[src/shared/root_hub_defs.vh]
`ifndef ROOT_HUB_DEFS_VH
`define ROOT_HUB_DEFS_VH
// ----------------------------------------
// command codes
// ----------------------------------------
`define CMD_DESC_FIRST_RD   8'h12
`define CMD_DESC_FIRST_WR   8'h92
`define CMD_DESC_SECOND_RD  8'h13
`define CMD_DESC_SECOND_WR  8'h93
`define CMD_HUB_STATUS_RD   8'h14
`define CMD_HUB_STATUS_WR   8'h94
`define CMD_PORT1_RD        8'h15
`define CMD_PORT1_WR        8'h95
`define CMD_PORT2_RD        8'h16
`define CMD_PORT2_WR        8'h96
// ----------------------------------------
// first descriptor fields
// ----------------------------------------
`define DELAY_HI            31
`define DELAY_LO            24
`define NOCUR_BIT           12
`define OCMODE_BIT          11
`define COMPOUND_BIT        10
`define NOSWITCH_BIT        9
`define SWMODE_BIT          8
`define PORTS_HI            1
`define PORTS_LO            0
`define MAX_PORTS           2'h2
// ----------------------------------------
// second descriptor fields
// ----------------------------------------
`define MASK_HI             18
`define MASK_LO             16
`define REMOV_HI            2
`define REMOV_LO            0
// ----------------------------------------
// reset values and delay unit
// ----------------------------------------
`define RST_DELAY           8'h19
`define RST_NOCUR           1'h0
`define RST_NOSWITCH        1'h0
`define RST_SWMODE          1'h1
`define RST_PORTS           2'h2
`define RST_MASK            3'h0
`define RST_REMOV           3'h0
`define DELAY_UNIT_MS       2
`endif

[src/rtl/root_hub_descriptor_regs.v]
`timescale 1ns/1ns
`include "root_hub_defs.vh"
module root_hub_descriptor_regs
#(
  parameter [7:0] DELAY_RESET    = `RST_DELAY,
  parameter       NOCUR_RESET    = `RST_NOCUR,
  parameter       NOSWITCH_RESET = `RST_NOSWITCH,
  parameter       SWMODE_RESET   = `RST_SWMODE,
  parameter [1:0] PORTS_RESET    = `RST_PORTS,
  parameter [2:0] MASK_RESET     = `RST_MASK,
  parameter [2:0] REMOV_RESET    = `RST_REMOV
)
(
  // clock and reset
  input  wire        clock,
  input  wire        reset_n,
  // command port
  input  wire [7:0]  cmdCode,
  input  wire        cmdValid,
  input  wire [31:0] writeData,
  output reg  [31:0] readData,
  output reg         readValid,
  output wire        writeAccepted,
  // controller state
  input  wire        operationalState,
  // power commands
  input  wire        globalPowerSet,
  input  wire        globalPowerClear,
  input  wire [1:0]  portPowerSet,
  input  wire [1:0]  portPowerClear,
  // status registers written here, owned elsewhere
  output reg         hubStatusWrite,
  output reg  [1:0]  portStatusWrite,
  output reg  [31:0] statusWriteData,
  input  wire [31:0] hubStatusRead,
  input  wire [31:0] port1StatusRead,
  input  wire [31:0] port2StatusRead,
  // decoded configuration
  output wire [7:0]  powerGoodDelay,
  output wire        overcurrentEnabled,
  output wire        overcurrentPerPort,
  output wire [1:0]  portPowerOn
);
  // ----------------------------------------
  // stored fields
  // ----------------------------------------
  reg  [7:0] delay_reg;
  reg        noCur_reg;
  reg        ocMode_reg;
  reg        noSwitch_reg;
  reg        swMode_reg;
  reg  [2:0] mask_reg;
  reg  [2:0] remov_reg;
  wire [1:0] portCount;
  wire       wrFirst;
  wire       wrSecond;
  wire       wrHub;
  wire       wrPort1;
  wire       wrPort2;
  wire       statusWr;
  reg  [31:0] firstWord;
  reg  [31:0] secondWord;

  // port count clamped to the supported maximum
  assign portCount = (PORTS_RESET > `MAX_PORTS) ? `MAX_PORTS
                                                 : PORTS_RESET;

  // ----------------------------------------
  // command decode
  // ----------------------------------------
  assign wrFirst  = cmdValid && (cmdCode == `CMD_DESC_FIRST_WR);
  assign wrSecond = cmdValid && (cmdCode == `CMD_DESC_SECOND_WR);
  assign wrHub    = cmdValid && (cmdCode == `CMD_HUB_STATUS_WR);
  assign wrPort1  = cmdValid && (cmdCode == `CMD_PORT1_WR);
  assign wrPort2  = cmdValid && (cmdCode == `CMD_PORT2_WR);
  assign statusWr = (wrHub || wrPort1 || wrPort2) && operationalState;
  assign writeAccepted = wrFirst || wrSecond || statusWr;

  // ----------------------------------------
  // descriptor registers
  // ----------------------------------------
  always @(posedge clock)
  begin
    if (!reset_n)
    begin
      delay_reg    <= DELAY_RESET;
      noCur_reg    <= NOCUR_RESET;
      ocMode_reg   <= SWMODE_RESET;
      noSwitch_reg <= NOSWITCH_RESET;
      swMode_reg   <= SWMODE_RESET;
      mask_reg     <= MASK_RESET;
      remov_reg    <= REMOV_RESET;
    end
    else
    begin
      if (wrFirst)
      begin
        delay_reg    <= writeData[`DELAY_HI:`DELAY_LO];
        noCur_reg    <= writeData[`NOCUR_BIT];
        ocMode_reg   <= writeData[`OCMODE_BIT];
        noSwitch_reg <= writeData[`NOSWITCH_BIT];
        swMode_reg   <= writeData[`SWMODE_BIT];
      end
      if (wrSecond)
      begin
        mask_reg  <= {writeData[`MASK_HI:`MASK_LO+1], 1'b0};
        remov_reg <= {writeData[`REMOV_HI:`REMOV_LO+1], 1'b0};
      end
    end
  end

  // ----------------------------------------
  // read words
  // ----------------------------------------
  always @*
  begin
    firstWord = 32'h00000000;
    firstWord[`DELAY_HI:`DELAY_LO] = delay_reg;
    firstWord[`NOCUR_BIT]    = noCur_reg;
    firstWord[`OCMODE_BIT]   = ocMode_reg;
    firstWord[`COMPOUND_BIT] = 1'b0;
    firstWord[`NOSWITCH_BIT] = noSwitch_reg;
    firstWord[`SWMODE_BIT]   = swMode_reg;
    firstWord[`PORTS_HI:`PORTS_LO] = portCount;
    secondWord = 32'h00000000;
    secondWord[`MASK_HI:`MASK_LO]   = mask_reg;
    secondWord[`REMOV_HI:`REMOV_LO] = remov_reg;
  end

  // ----------------------------------------
  // read port and status write strobes
  // ----------------------------------------
  always @(posedge clock)
  begin
    if (!reset_n)
    begin
      readData        <= 32'h00000000;
      readValid       <= 1'b0;
      hubStatusWrite  <= 1'b0;
      portStatusWrite <= 2'h0;
      statusWriteData <= 32'h00000000;
    end
    else
    begin
      readValid       <= 1'b0;
      hubStatusWrite  <= wrHub && operationalState;
      portStatusWrite <= {wrPort2, wrPort1} & {2{operationalState}};
      if (statusWr)
        statusWriteData <= writeData;
      if (cmdValid)
      begin
        if (cmdCode == `CMD_DESC_FIRST_RD)
        begin
          readData  <= firstWord;
          readValid <= 1'b1;
        end
        else if (cmdCode == `CMD_DESC_SECOND_RD)
        begin
          readData  <= secondWord;
          readValid <= 1'b1;
        end
        else if (cmdCode == `CMD_HUB_STATUS_RD)
        begin
          readData  <= hubStatusRead;
          readValid <= 1'b1;
        end
        else if (cmdCode == `CMD_PORT1_RD)
        begin
          readData  <= port1StatusRead;
          readValid <= 1'b1;
        end
        else if (cmdCode == `CMD_PORT2_RD)
        begin
          readData  <= port2StatusRead;
          readValid <= 1'b1;
        end
      end
    end
  end

  // ----------------------------------------
  // decoded configuration
  // ----------------------------------------
  assign powerGoodDelay     = delay_reg;
  assign overcurrentEnabled = !noCur_reg;
  assign overcurrentPerPort = !noCur_reg && ocMode_reg;

  // ----------------------------------------
  // per-port power
  // ----------------------------------------
  genvar i;
  generate
    for (i = 0; i < 2; i = i + 1)
    begin : gPort
      port_power_ctl uPower
      (
        .clock       (clock),
        .reset_n     (reset_n),
        .noSwitching (noSwitch_reg),
        .switchMode  (swMode_reg),
        .portMask    (mask_reg[i+1]),
        .globalSet   (globalPowerSet),
        .globalClear (globalPowerClear),
        .portSet     (portPowerSet[i]),
        .portClear   (portPowerClear[i]),
        .powerOn     (portPowerOn[i])
      );
    end
  endgenerate
endmodule // root_hub_descriptor_regs

[src/rtl/port_power_ctl.v]
`timescale 1ns/1ns
`include "root_hub_defs.vh"
module port_power_ctl
(
  // clock and reset
  input  wire clock,
  input  wire reset_n,
  // configuration
  input  wire noSwitching,
  input  wire switchMode,
  input  wire portMask,
  // power commands
  input  wire globalSet,
  input  wire globalClear,
  input  wire portSet,
  input  wire portClear,
  // status
  output reg  powerOn
);
  reg powerOn_next;

  always @*
  begin
    powerOn_next = powerOn;
    if (noSwitching)
      powerOn_next = 1'b1;
    else if (switchMode && portMask)
    begin
      if (portSet) powerOn_next = 1'b1;
      else if (portClear) powerOn_next = 1'b0;
    end
    else
    begin
      if (globalSet) powerOn_next = 1'b1;
      else if (globalClear) powerOn_next = 1'b0;
    end
  end

  always @(posedge clock)
  begin
    if (!reset_n)
      powerOn <= 1'b0;
    else
      powerOn <= powerOn_next;
  end
endmodule // port_power_ctl

[config.mk]
export PLATFORM = sky130hd
export DESIGN_NAME = root_hub_descriptor_regs
export DESIGN_NICKNAME = d
export VERILOG_FILES = /design/src/rtl/root_hub_descriptor_regs.v /design/src/rtl/port_power_ctl.v
export VERILOG_INCLUDE_DIRS = /design/src /design/src/shared
export SDC_FILE = /design/constraint.sdc
export NUM_CORES = 1
export LEC_CHECK = 0
export BUFFER_PORTS_ARGS = -buffer_cell sky130_fd_sc_hd__clkbuf_2
export CORE_MARGIN = 5
export CORE_UTILIZATION = 46
export CTS_BUF_LIST = sky130_fd_sc_hd__clkbuf_8
export CTS_CLUSTER_SIZE = 40
export DETAILED_ROUTE_END_ITERATION = 8
export GPL_ROUTABILITY_DRIVEN = 0
export GPL_TIMING_DRIVEN = 0
export PLACE_DENSITY_LB_ADDON = 0.05
export SLEW_MARGIN = 20
export SYNTH_ARGS = -nofsm -noshare
export SYNTH_HDL_FRONTEND = slang
export SYNTH_SLANG_ARGS = --single-unit
[constraint.sdc]
create_clock -name clock -period 2.4 [get_ports clock]
set_clock_uncertainty 0.2 [all_clocks]
set_input_delay 0 -clock clock [delete_from_list [all_inputs] [get_ports clock]]
set_output_delay 0 -clock clock [all_outputs]
set_load 0.02 [all_outputs]
==> results list, run 1 <==
- For this run, the total global-route usage over all layers was measured as 0.2694.
- Startpoint class of the critical path: primary input
- VDD sags by at most between 0.2 and 0.3 mV.
- The Yosys step of the flow raised 0 warnings.
* Top area cells in the synthesized netlist: sky130_fd_sc_hd__dfxtp_1 41%, sky130_fd_sc_hd__nand2_1 12%, sky130_fd_sc_hd__mux2i_1 11%
* Die Height: 105.4 µm
- Summed over all cells, the static leakage comes to between 3 and 4 nW.
* Buffer count from post-CTS setup fixing: 0
- The finished layout holds 938 standard cells, fillers aside.
* Number of synthesized flops with an enable pin: 0
- Number of nets in the layout: around 970
- The number of global-route vias before repair is slightly above 5k.
- For this run, the top clock speed supported by timing is 441.2 MHz.
- After global routing the overflow that remains totals 0.
- Critical path type: in2reg
- For this run, design rule violations remaining after detail routing come to 0.
- Result of the run: completed
- Die Span X: 105.4 µm
- For this design, the slowest cell found on the critical path is sky130_fd_sc_hd__dlygate4sd3_1.
- Compound-gate portion of the synthesized area: 0.2031
- Estimated wirelength of the detail-placed design: 10760 µm
- Dpl cells: 815
- After technology mapping, the gate count stands at about 480.
- Overall power consumption after layout is estimated at 2.865 mW.
- Root buffer cell: sky130_fd_sc_hd__clkbuf_8
- Post-route minimum period: approximately 2300 ps
- The cell area that synthesis handed to floorplanning was 0.004183 mm².
- The share of synthesized area in the top cell type comes to 0.4116.
* Routed wirelength normalized by instance count: roughly 16 µm
- Across the run, the number of max-cap violations was 0.
- After synthesis, the mean cell area works out to 8.642 µm².
* Port Buf Inserts: between 200 and 250
- STA classifies the critical path endpoint as a flop.
- Number of iterations in the first detailed-routing pass: 4
- Of the total synthesized cell area, the portion taken by full adders, half adders and majority gates is 0.
* Area share of xor/xnor cells in the synthesized design: 0.002094
- Counting the fill cells in the layout gives between 600 and 700.
* CP most frequent cell: sky130_fd_sc_hd__clkbuf_2
- In this run the number of H-tree levels came out at 3.
- The number of different library cells used by synthesis comes to 46.
- Highest cell delay on the worst timing path: 560 ps
- Relative max-transition margin: 0.5822
- At the placement stage, the worst setup path has a slack of 233.6 ps.
- Synthesized net count: 630
- After synthesis, the share of cell area in mux cells is 0.1214.
* First DRT Iteration DRCs: 220
* Transition time at the pin with the least slew margin: 618.2 ps
- Tightest Hold Check Type: in2reg
* Count of buffering cells on the critical path with inverters included: 4
- The first global-routing pass estimated approximately 25000 µm of wire.
- The initial antenna violation count came to 0.
- TritonCTS clock tree: done
* Most repeated cell in the gate-level netlist after synthesis: sky130_fd_sc_hd__nand2_1
- around 230 I/O pins were placed.
* Clk pin slew, worst setup/hold paths: about 90 ps
- For this run, the leading register cell type out of synthesis is sky130_fd_sc_hd__dfxtp_1.
- RSZ-0062 raised after global routing: no
* Layout cell share with drive strength beyond 1: 0.3253
- Post-synthesis sequential element count: 86
* Share of the cycle needed by the critical path after routing: 0.9444
- The critical path goes through clkbuf_2 -> or3b_1 -> or4_1 -> clkbuf_1 -> clkbuf_2 -> nand2_1 -> a21boi_0 -> dlygate4sd3_1.
* Cell taking the most area after synthesis: sky130_fd_sc_hd__dfxtp_1
- Largest buffer count on any clock path: 2
- Largest net degree at the start of global routing: 15
- Final worst slack: 133.5 ps
* DIE AREA: 0.01110 mm²
- CTS sink cnt: 86
- Final wirelength: ~15000 µm
* Count of vias placed by the detailed router: 4871
- Pwr/cell area: 426.3 mW/mm²
* Simple-gate share of the synthesized area: 0.2100
* Effective utilization at floorplan: 0.4750
- The final-report max-slew violation count came to 0.
- Post-route ant nets: 0
- The final hold violation count is 0.
* Average via count per standard cell: 5.193
- Worst hold slack: 5.659 ps
- Core Box Area: 0.008806 mm²
- In this design, the largest share of critical-path delay is due to simple AND/OR/NAND/NOR gates.
- In this run the worst path has a maximum fanout of 10.
- For the worst setup path, the data arrival time is 2300 ps.
* Clock buffers created by TritonCTS: 9
* Standard-cell rows: 34
* Number of setup violations in the final report: 0
- Post-synthesis async set-or-reset flop share: 0
- Antenna fix cells: 0
* Total Neg Setup Slack: 0 ps
- Top post-synthesis cells by count: 133 x sky130_fd_sc_hd__nand2_1, 86 x sky130_fd_sc_hd__dfxtp_1, 44 x sky130_fd_sc_hd__mux2i_1
- The share of the Yosys chip area taken by registers is 0.4116.
- Signed area change from the synthesized netlist to the final layout: 60.66%
- For the worst setup path, the data required time is 2440 ps.
- Clock insertion delay at the later pin of the skew report: 340 ps
- After synthesis, the largest family of logic cells by area is simple AND/OR/NAND/NOR gates.
==> report_power, final <==
part / total (mW) / internal [mW] / leakage (nW) / switching, mW
logic: 0.435 / 0.244 / 2.25 / 0.190
clock network: 0.994 / 0.474 / 0.0911 / 0.520
registers: 1.44 / 1.43 / 0.693 / 0.00385
==> layer usage <==
metal / GRT usage / up-vias / wire [µm]
met4: 0.08810 / 0 / 333
met1: 0.3245 / 2253 / 6290
met3: 0.06724 / 34 / 1228
met5: 0 / - / 0
li1: - / 2372 / -
met2: 0.4695 / 212 / 7472
==> layout make-up <==
class,instances,area (µm²),share of cell area
plain buffers,40,200.2,0.02979
clock buffers,9,123.9,0.01843
clock inverters,6,63.81,0.009495
inverters,5,18.77,0.002793
multi-input cells,353,2260,0.3363
flip-flops and latches,86,1722,0.2562
well taps,108,135.1,0.02011
repair buffers,331,2197,0.3269
==> what timing repair did <==
| action | in CTS | in global routing |
|---|---|---|
| endpoints found under the setup margin | 0 | 13 |
| gates resized for setup | 0 | 6 |
| hold buffers | 108 | 0 |
| hold endpoints to repair | 85 | 0 |
==> stage by stage <==
stage,cell area [µm²],util
3_5_place_dp,5434,0.6171
6_report,6720,0.7631
3_3_place_gp,5434,0.6171
5_1_grt,6720,0.7631
4_1_cts,6703,0.7612
2_1_floorplan,4183,-
==> cells in the final DEF, fill, tap and decap left out, types with 3 or more instances in the layout <==
cell type | netlist | layout
sky130_fd_sc_hd__clkbuf_2 | 0 | 225
sky130_fd_sc_hd__buf_6 | 4 | 4
sky130_fd_sc_hd__nor2b_1 | 16 | 16
sky130_fd_sc_hd__a21boi_0 | 31 | 31
sky130_fd_sc_hd__clkbuf_8 | 0 | 9
sky130_fd_sc_hd__o22ai_1 | 4 | 4
sky130_fd_sc_hd__dfxtp_1 | 86 | 86
sky130_fd_sc_hd__a32o_1 | 3 | 3
sky130_fd_sc_hd__mux2i_1 | 44 | 44
sky130_fd_sc_hd__nand2_1 | 133 | 133
sky130_fd_sc_hd__a22oi_1 | 5 | 5
sky130_fd_sc_hd__clkbuf_1 | 26 | 24
sky130_fd_sc_hd__o211ai_1 | 16 | 16
sky130_fd_sc_hd__buf_2 | 8 | 8
sky130_fd_sc_hd__a221oi_1 | 10 | 10
sky130_fd_sc_hd__mux2_2 | 6 | 6
sky130_fd_sc_hd__a21boi_1 | 17 | 17
sky130_fd_sc_hd__nand4_1 | 3 | 3
sky130_fd_sc_hd__inv_1 | 5 | 5
sky130_fd_sc_hd__o21ai_0 | 13 | 13
sky130_fd_sc_hd__and2_1 | 4 | 4
sky130_fd_sc_hd__a21oi_1 | 12 | 12
sky130_fd_sc_hd__dlygate4sd3_1 | 0 | 108
sky130_fd_sc_hd__nor3b_1 | 4 | 4
==> worst paths after layout <==
check | endpoint | slack [ps] | from | cells past startpoint
worst max-delay path | statusWriteData[19] | 130 | cmdCode[6] | 8
worst max register to register | gPort[0].uPower.powerOn | 410 | swMode_reg | 5
worst min-delay path | powerGoodDelay[6] | 6 | cmdCode[5] | 5
worst min register to register | statusWriteData[27] | 260 | statusWriteData[27] | 2
==> logic make-up (layout without fill, tap and decap cells) <==
| logic type | Yosys count | count (layout) |
|---|---|---|
| AND/OR/NAND/NOR | 184 | 184 |
| AO/OA/AOI/OAI | 118 | 118 |
| flip-flops | 86 | 86 |
| multiplexers | 50 | 50 |
| buffers and inverters | 45 | 391 |
| XOR/XNOR | 1 | 1 |
==> worst register-to-register path, stage by stage, from the launching register on <==
cell and delay, ps:
sky130_fd_sc_hd__dfxtp_1 430, sky130_fd_sc_hd__nand2_1 110, sky130_fd_sc_hd__mux2_2 280, sky130_fd_sc_hd__a311oi_1 230
sky130_fd_sc_hd__dlygate4sd3_1 600, sky130_fd_sc_hd__nor2b_1 50
No activity file was read; power rests on OpenSTA's default activity.
==> run 2, diff against run 1 <==
--- a/config.mk
+++ b/config.mk
@@ -8,7 +8,7 @@
 export LEC_CHECK = 0
 export BUFFER_PORTS_ARGS = -buffer_cell sky130_fd_sc_hd__clkbuf_2
 export CORE_MARGIN = 5
-export CORE_UTILIZATION = 46
+export CORE_UTILIZATION = 50
 export CTS_BUF_LIST = sky130_fd_sc_hd__clkbuf_8
 export CTS_CLUSTER_SIZE = 40
 export DETAILED_ROUTE_END_ITERATION = 8
==> constraint.sdc (replaced) <==
create_clock -name clock -period 2.8 [get_ports clock]
set_clock_uncertainty 0.2 [all_clocks]
set_input_delay 0 -clock clock [delete_from_list [all_inputs] [get_ports clock]]
set_output_delay 0 -clock clock [all_outputs]
set_load 0.02 [all_outputs]
==> run 2 against run 1 <==
Compared with the run above:
- total power fell by 13%
- flip-flop and latch count unchanged
- die area is 7.2% lower
- critical endpoint is now readData[9]
- sequential share of layout area fell by 0.64 points
- clock-buffer cell count grew 1
==> results list, run 2 (synthesized netlist as in run 1, its figures left out) <==
- Result of the run: completed
* Number of nets in the layout: 985 (+1.3%)
* Transition time at the pin with the least slew margin: 583.8 ps (-34.40 ps)
- Placed standard-cell area: 0.005430 mm² (about the same)
* Largest buffer count on any clock path: 2 (unchanged)
- R2R Path End: gPort[0].uPower.powerOn
- The detailed router's first-iteration violation count is 228 (+3.6%).
- R2R Path Start: swMode_reg
- Element type at the critical path end: flop
- Post-route minimum period: 2767 ps
* Clock insertion delay at the later pin of the skew report: 350 ps (about the same)
- The global-route congestion overflow total came to 0 (unchanged).
* Final core utilization: 0.8430 (+0.07983)
* Routed wirelength normalized by instance count: 17.65 µm (+8.0%)
* Multi-input logic area: 0.002276 mm² (+0.72%)
- Pwr/cell area: 361.5 mW/mm² (-15%)
- The starting density of the core was 0.5116 (+0.03664).
* Largest net degree at the start of global routing: 17 (+2)
* Root buffer cell: sky130_fd_sc_hd__clkbuf_8
* Worst hold slack: 36.76 ps (+31.10 ps)
- Number of global-route vias before repair: 5181 (+2.7%)
* Share of the cycle needed by the critical path after routing: 0.9882
- The number of iterations in the first detailed-routing pass came to 5 (+1).
- Final hold violation count: 0 (unchanged)
- Tightest Hold Check Type: in2reg
- Standard-cell rows: 33 (-2.9%)
- Core Box Area: 0.008175 mm² (-7.2%)
- Count of vias placed by the detailed router: 5052 (+3.7%)
- The clock-pin slew on the worst setup and hold paths came to 90 ps (about the same).
- Leakage: 3.139 nW (+3.3%)
- Filler cell count: 488 (-24%)
- The level count of the clock H-tree is 3 (unchanged).
- Endpoint with the worst hold slack: readData[18]
* Total power: 2.491 mW (-13%)
- Leading cell types in the layout, fill and taps excluded: 227 x sky130_fd_sc_hd__clkbuf_2, 133 x sky130_fd_sc_hd__nand2_1, 121 x sky130_fd_sc_hd__dlygate4sd3_1
- Highest ir drop seen on vdd: 0.2959 mV (-0.39%)
- Startpoint class of the critical path: primary input
- The area used by sequential logic in the layout came to 0.001722 mm² (unchanged).
- Arrival time at the worst endpoint: 2810 ps (+510 ps)
* Worst hold path cell count: 5 (unchanged)
- Final-report max-slew violation count: 0 (unchanged)
* Maximum clock frequency: between 300 and 400 MHz
- Number of setup violations in the final report: 0 (unchanged)
- Post-route ant nets: 0 (unchanged)
- The maximum net fanout on the critical path came to 10 (unchanged).
- DIE AREA: 0.01030 mm² (-7.2%)
- RSZ-0062 raised after global routing: no
- Clock buffers created by TritonCTS: 9 (unchanged)
* CP Data Required Time: 2840 ps (+400 ps)
* Total routing resource utilization after global routing: 0.3128 (+0.04338)
- Final wirelength: 16770 µm (+9.4%)
- The internal reg-to-reg setup slack is 750 ps (+340 ps).
- The final cell count without fillers came to 950 (+1.3%).
* Hold Crit Start: hubStatusRead[18]
- Post-route cell area: 0.006892 mm² (+2.6%)
- I/O pin count: 227 (unchanged)
- Port Buf Inserts: 223 (unchanged)
- DRC violations left: 0 (unchanged)
- The worst reg-to-reg path cell count came to 5 (unchanged).
- The worst setup slack after placement is 693.4 ps (+459.8 ps).
- Leaving out fill and tap cells, the most frequent cell in the layout is sky130_fd_sc_hd__clkbuf_2.
- The ratio of cells with drive above 1 in the final layout came to 0.3306 (+0.005268).
* Average via count per standard cell: 5.318 (+2.4%)
- First-pass GRT wire length: 25460 µm (+2.8%)
- The worst setup path is of the in2reg kind.
- Dpl cells: 812 (-0.37%)
- The number of max-cap violations is 0 (unchanged).
- Estimated wirelength of the detail-placed design: 10610 µm (-1.4%)
- The die height was 101.5 µm (-3.7%).
- Number of antenna violations at the first check in global routing: 0 (unchanged)
* TritonCTS clock tree: done
* Relative max-transition margin: 0.6055 (+0.02324)
* Total Neg Setup Slack: 0 ps (unchanged)
- The count of clock tree sinks was 86 (unchanged).
- Die Span X: 101.5 µm (-3.7%)
- The smallest setup slack after layout came to 32.99 ps (-100.5 ps).
- Signed area change from the synthesized netlist to the final layout: 64.76%
-- run 2: changes by cell type in the layout (fill, tap and decap cells not counted), moves of 3 or more --
cell	before	now
sky130_fd_sc_hd__a221oi_2	1	4
sky130_fd_sc_hd__a221oi_1	10	7
sky130_fd_sc_hd__dlygate4sd3_1	108	121
sky130_fd_sc_hd__clkbuf_1	24	19
-- run 2: layout make-up --
class,instances,area share
diodes,1,0.0003631
repair buffers,346,0.3406
inverters,5,0.002723
multi-input cells,353,0.3302
flip-flops and latches,86,0.2498
clock buffers,10,0.01997
plain buffers,38,0.02959
well taps,105,0.01906
clock inverters,6,0.007625
-- run 2: worst max-delay path by stage --
stage / to / slack [ps] / depth (start not counted) / from
after global placement: statusWriteData[21] / 750 / 6 / cmdCode[6]
final: readData[9] / 30 / 9 / cmdCode[6]
after global routing: readData[9] / 8 / 9 / cmdCode[6]
after CTS: readData[14] / 20 / 9 / cmdCode[6]
after floorplan: readData[17] / 990 / 4 / cmdCode[6]
after detailed placement: statusWriteData[9] / 690 / 6 / cmdCode[6]
-- run 2: critical path: stages --
cell                            delay (ps)
sky130_fd_sc_hd__dlygate4sd3_1         550
sky130_fd_sc_hd__clkbuf_2              130
sky130_fd_sc_hd__or4b_4                590
sky130_fd_sc_hd__buf_6                 170
sky130_fd_sc_hd__or2_2                 310
sky130_fd_sc_hd__buf_4                 180
sky130_fd_sc_hd__a221oi_1              210
sky130_fd_sc_hd__dlygate4sd3_1         590
sky130_fd_sc_hd__a21oi_1                60
-- run 2: where the power goes --
group          leakage (nW)  internal, mW  switching [mW]
registers             0.693          1.23         0.00344
clock network        0.0914         0.361           0.494
logic                  2.35         0.229           0.175
total                  3.14          1.82           0.672
-- run 2: per-layer routing --
metal	part of all wire	up-vias	global-route usage
met2	0.51	253	0.5483
met4	0.032	0	0.1421
li1	-	2408	-
met3	0.082	49	0.07300
met1	0.38	2342	0.3604
met5	0	-	0
-- run 2: what timing repair did --
action	CTS	global route
hold endpoints to repair	85	4
setup endpoints to repair	0	26
hold buffers	118	8
setup buffers	0	1
resized for setup	0	21
==> run 3, diff against run 2 <==
--- a/config.mk
+++ b/config.mk
@@ -8,7 +8,7 @@
 export LEC_CHECK = 0
 export BUFFER_PORTS_ARGS = -buffer_cell sky130_fd_sc_hd__clkbuf_2
 export CORE_MARGIN = 5
-export CORE_UTILIZATION = 50
+export CORE_UTILIZATION = 30
 export CTS_BUF_LIST = sky130_fd_sc_hd__clkbuf_8
 export CTS_CLUSTER_SIZE = 40
 export DETAILED_ROUTE_END_ITERATION = 8
==> run 3 against run 2 <==
Compared with the run above:
- maximum frequency increased by 0.70%
- via count is 6.3% lower
- critical path type unchanged
- largest power group unchanged
- combinational power fell by 5.7%
- global-route usage decreased by 13 points
- clock power is 5.0% higher
- setup slack better by 19 ps
- die area rose by 59%
- utilization shrank 33 points
- final area increased by 1.6%
- register-to-register slack improved by 90 ps
- total power up 0.76%
- largest cell class unchanged
==> results list, run 3 (synthesized netlist as in run 1, its figures left out) <==
- The run finished with clean final reports.
- Die Span X: 128.1 µm (+26%)
- Combinational fraction of design power: 0.152 (-0.010)
* RSZ-0062 raised after global routing: no
* Root buffer cell: sky130_fd_sc_hd__clkbuf_8
- I/O pin count: 227 (unchanged)
- The clock latency on the worst-skew pair is 370 ps (+20 ps).
- The total clock buffers created by CTS is 9 (unchanged).
- The worst hold slack is 57.03 ps (+20.27 ps).
- Endpoint with the worst hold slack: readData[1]
- Share of the cycle needed by the critical path after routing: 0.9813 (-0.006879)
- Critical path type: in2reg
- The starting density of the core was 0.3037 (-0.2079).
- Total power: 2.510 mW (+0.76%)
- The count of standard-cell rows came to 43 (+30%).
- The routed wire length was 15460 µm (-7.8%).
- Highest ir drop seen on vdd: 0.2766 mV (-6.5%)
* Dpl cells: 887 (+9.2%)
- Final-report max-slew violation count: 0 (unchanged)
- Number of nets in the layout: 989 (+0.41%)
* First-pass GRT wire length: 24050 µm (-5.5%)
- The data arrival time at the worst-slack endpoint came to 2800 ps (about the same).
- Final hold violation count: 0 (unchanged)
* Grt total ovfl: 0 (unchanged)
- The ratio of total power to cell area is 358.5 mW/mm² (-0.82%).
- The initial antenna violation count is 1 (+1).
* TritonCTS clock tree: done
- CP Data Required Time: 2860 ps (+20 ps)
- The worst register-to-register path ends at gPort[1].uPower.powerOn.
- Final standard cell count with taps included and fillers excluded: 1027 (+8.1%)
* Routed wirelength normalized by instance count: 15.05 µm (-15%)
- The top cell types in the final layout, fill and taps aside, are 223 x sky130_fd_sc_hd__clkbuf_2, 133 x sky130_fd_sc_hd__nand2_1, 124 x sky130_fd_sc_hd__dlygate4sd3_1.
- First DRT Iteration DRCs: 128 (-44%)
- The actual transition at the worst max-transition pin came to 605.9 ps (+22.06 ps).
- Share of power burned in the clock network: 0.358 (+0.015)
- Switching part of the total power: 0.2435 (-0.02637)
* DIE AREA: 0.01640 mm² (+59%)
- Leaving out fill and tap cells, the most frequent cell in the layout is sky130_fd_sc_hd__clkbuf_2.
* Largest net degree at the start of global routing: 14 (-3)
- The number of max-cap violations came to 0 (unchanged).
* Element type at the critical path end: flop
* Die Height: 128.1 µm (+26%)
- The clock period minus worst slack was 2748 ps (-19.26 ps).
- CTS sink cnt: 86 (unchanged)
- R2r worst-path depth: 5 (unchanged)
- Maximum clock frequency: 363.9 MHz (+0.70%)
- The number of nets still failing antenna checks after routing came to 0 (unchanged).
- Core Box Area: 0.01377 mm² (+68%)
- The half-perimeter wire length of the detailed placement result came to 11790 µm (+11%).
- Sequential group share of total power: 0.490 (-0.004)
- The relative max-transition margin is 0.5906 (-0.01491).
- Total internal power: 1.899 mW (+4.4%)
- The number of iterations in the first detailed-routing pass was 4 (-1).
- In this run the most critical hold path is launched from cmdCode[6].
- Switching power: 611.3 µW (-9.1%)
- Depth of the CTS H-tree: 3 (unchanged)
- The clock-pin slew on the worst setup and hold paths came to 80 ps (about the same).
* Tightest Hold Check Type: in2reg
- The number of global-route vias before repair is 4914 (-5.2%).
* Leakage: 3.134 nW (-0.17%)
- The number of fill cells in the layout came to 1360 (+180%).
- Number of setup violations in the final report: 0 (unchanged)
- Worst hold path cell count: 5 (unchanged)
* Count of vias placed by the detailed router: 4734 (-6.3%)
* Total routing resource utilization after global routing: 0.1839 (-0.1289)
- R2R Path Start: mask_reg[2]
- Compared with the post-synthesis result, the final layout area differs by 67.39%.
- The number of DRC violations after detailed routing is 0 (unchanged).
- The maximum net fanout on the critical path was 10 (unchanged).
- Port Buf Inserts: 223 (unchanged)
- Startpoint class of the critical path: primary input
* Final core utilization: 0.5084 (-0.3346)
* Total Neg Setup Slack: 0 ps (unchanged)
- The ratio of cells with drive above 1 in the final layout came to 0.3191 (-0.01142).
- The internal reg-to-reg setup slack was 840 ps (+90 ps).
- The ratio of routed vias to standard cells is 4.610 (-13%).
- The number of buffers on the longest clock path was 2 (unchanged).
-- run 3: cell types whose count changed in the layout (fill, tap and decap cells not counted), sizes merged --
| cell | before | now |
|---|---|---|
| dlygate4sd3 | 121 | 124 |
| clkinv | 1 | 0 |
| clkbuf | 258 | 261 |
| inv | 8 | 5 |
| dlymetal6s4s | 1 | 0 |
| bufinv | 0 | 1 |
-- run 3: layout make-up --
class                   count  area, µm²  share of cell area
repair buffers            348       2365              0.3377
multi-input cells         353       2272              0.3245
flip-flops and latches     86       1722              0.2459
well taps                 180      225.2             0.03217
plain buffers              40      200.2             0.02859
clock buffers              11      151.4             0.02162
clock inverters             3      45.04            0.006433
inverters                   5      18.77            0.002680
diodes                      1      2.502           0.0003574
-- run 3: metal layers --
layer | global-route usage | routed length [µm] | vias up
li1 | - | - | 2408
met1 | 0.2303 | 6868 | 2153
met2 | 0.3065 | 7193 | 153
met3 | 0.05167 | 1112 | 20
met4 | 0.05743 | 284 | 0
met5 | 0 | 0 | -
-- run 3: critical path, stage by stage --
cell and delay, ps:
sky130_fd_sc_hd__dlygate4sd3_1 550, sky130_fd_sc_hd__clkbuf_2 130, sky130_fd_sc_hd__or4b_4 570, sky130_fd_sc_hd__buf_6 170, sky130_fd_sc_hd__or2_2 300, sky130_fd_sc_hd__buf_2 190, sky130_fd_sc_hd__a221oi_1 220, sky130_fd_sc_hd__dlygate4sd3_1 610
sky130_fd_sc_hd__a21oi_1 70
-- run 3: what timing repair did --
| action | in CTS | in global routing |
|---|---|---|
| setup buffers | 0 | 1 |
| endpoints found under the hold margin | 85 | 0 |
| resized for setup | 0 | 5 |
| endpoints found under the setup margin | 0 | 24 |
| hold buffers | 124 | 0 |
-- run 3: power by group through the flow --
stage / Combinational [mW] / Sequential, mW / Clock [mW]
detailed placement: 0.282 / 1.26 / 0
floorplan: 0.129 / 1.26 / 0
finish: 0.381 / 1.23 / 0.899
global route: 0.417 / 1.23 / 0.976
CTS: 0.379 / 1.23 / 0.935
global placement: 0.280 / 1.26 / 0
-- run 3: how the worst max path moves through the flow --
stage / start / to / slack (ps) / cells past startpoint
2_1_floorplan: cmdCode[6] / readData[17] / 990 / 4
3_3_place_gp: cmdCode[6] / statusWriteData[29] / 520 / 6
3_5_place_dp: cmdCode[6] / statusWriteData[29] / 500 / 6
4_1_cts: cmdValid / statusWriteData[7] / 30 / 8
5_1_grt: cmdCode[7] / readData[9] / 4 / 9
6_report: cmdCode[7] / readData[26] / 50 / 9
-- run 3: metrics by stage --
step | setup slack [ps] | area (µm²)
6_report | 52.25 | 7002
5_1_grt | 3.554 | 7002
4_1_cts | 25.90 | 6962
3_5_place_dp | 495.2 | 5524
3_3_place_gp | 521.2 | 5524
2_1_floorplan | 991.5 | 4183
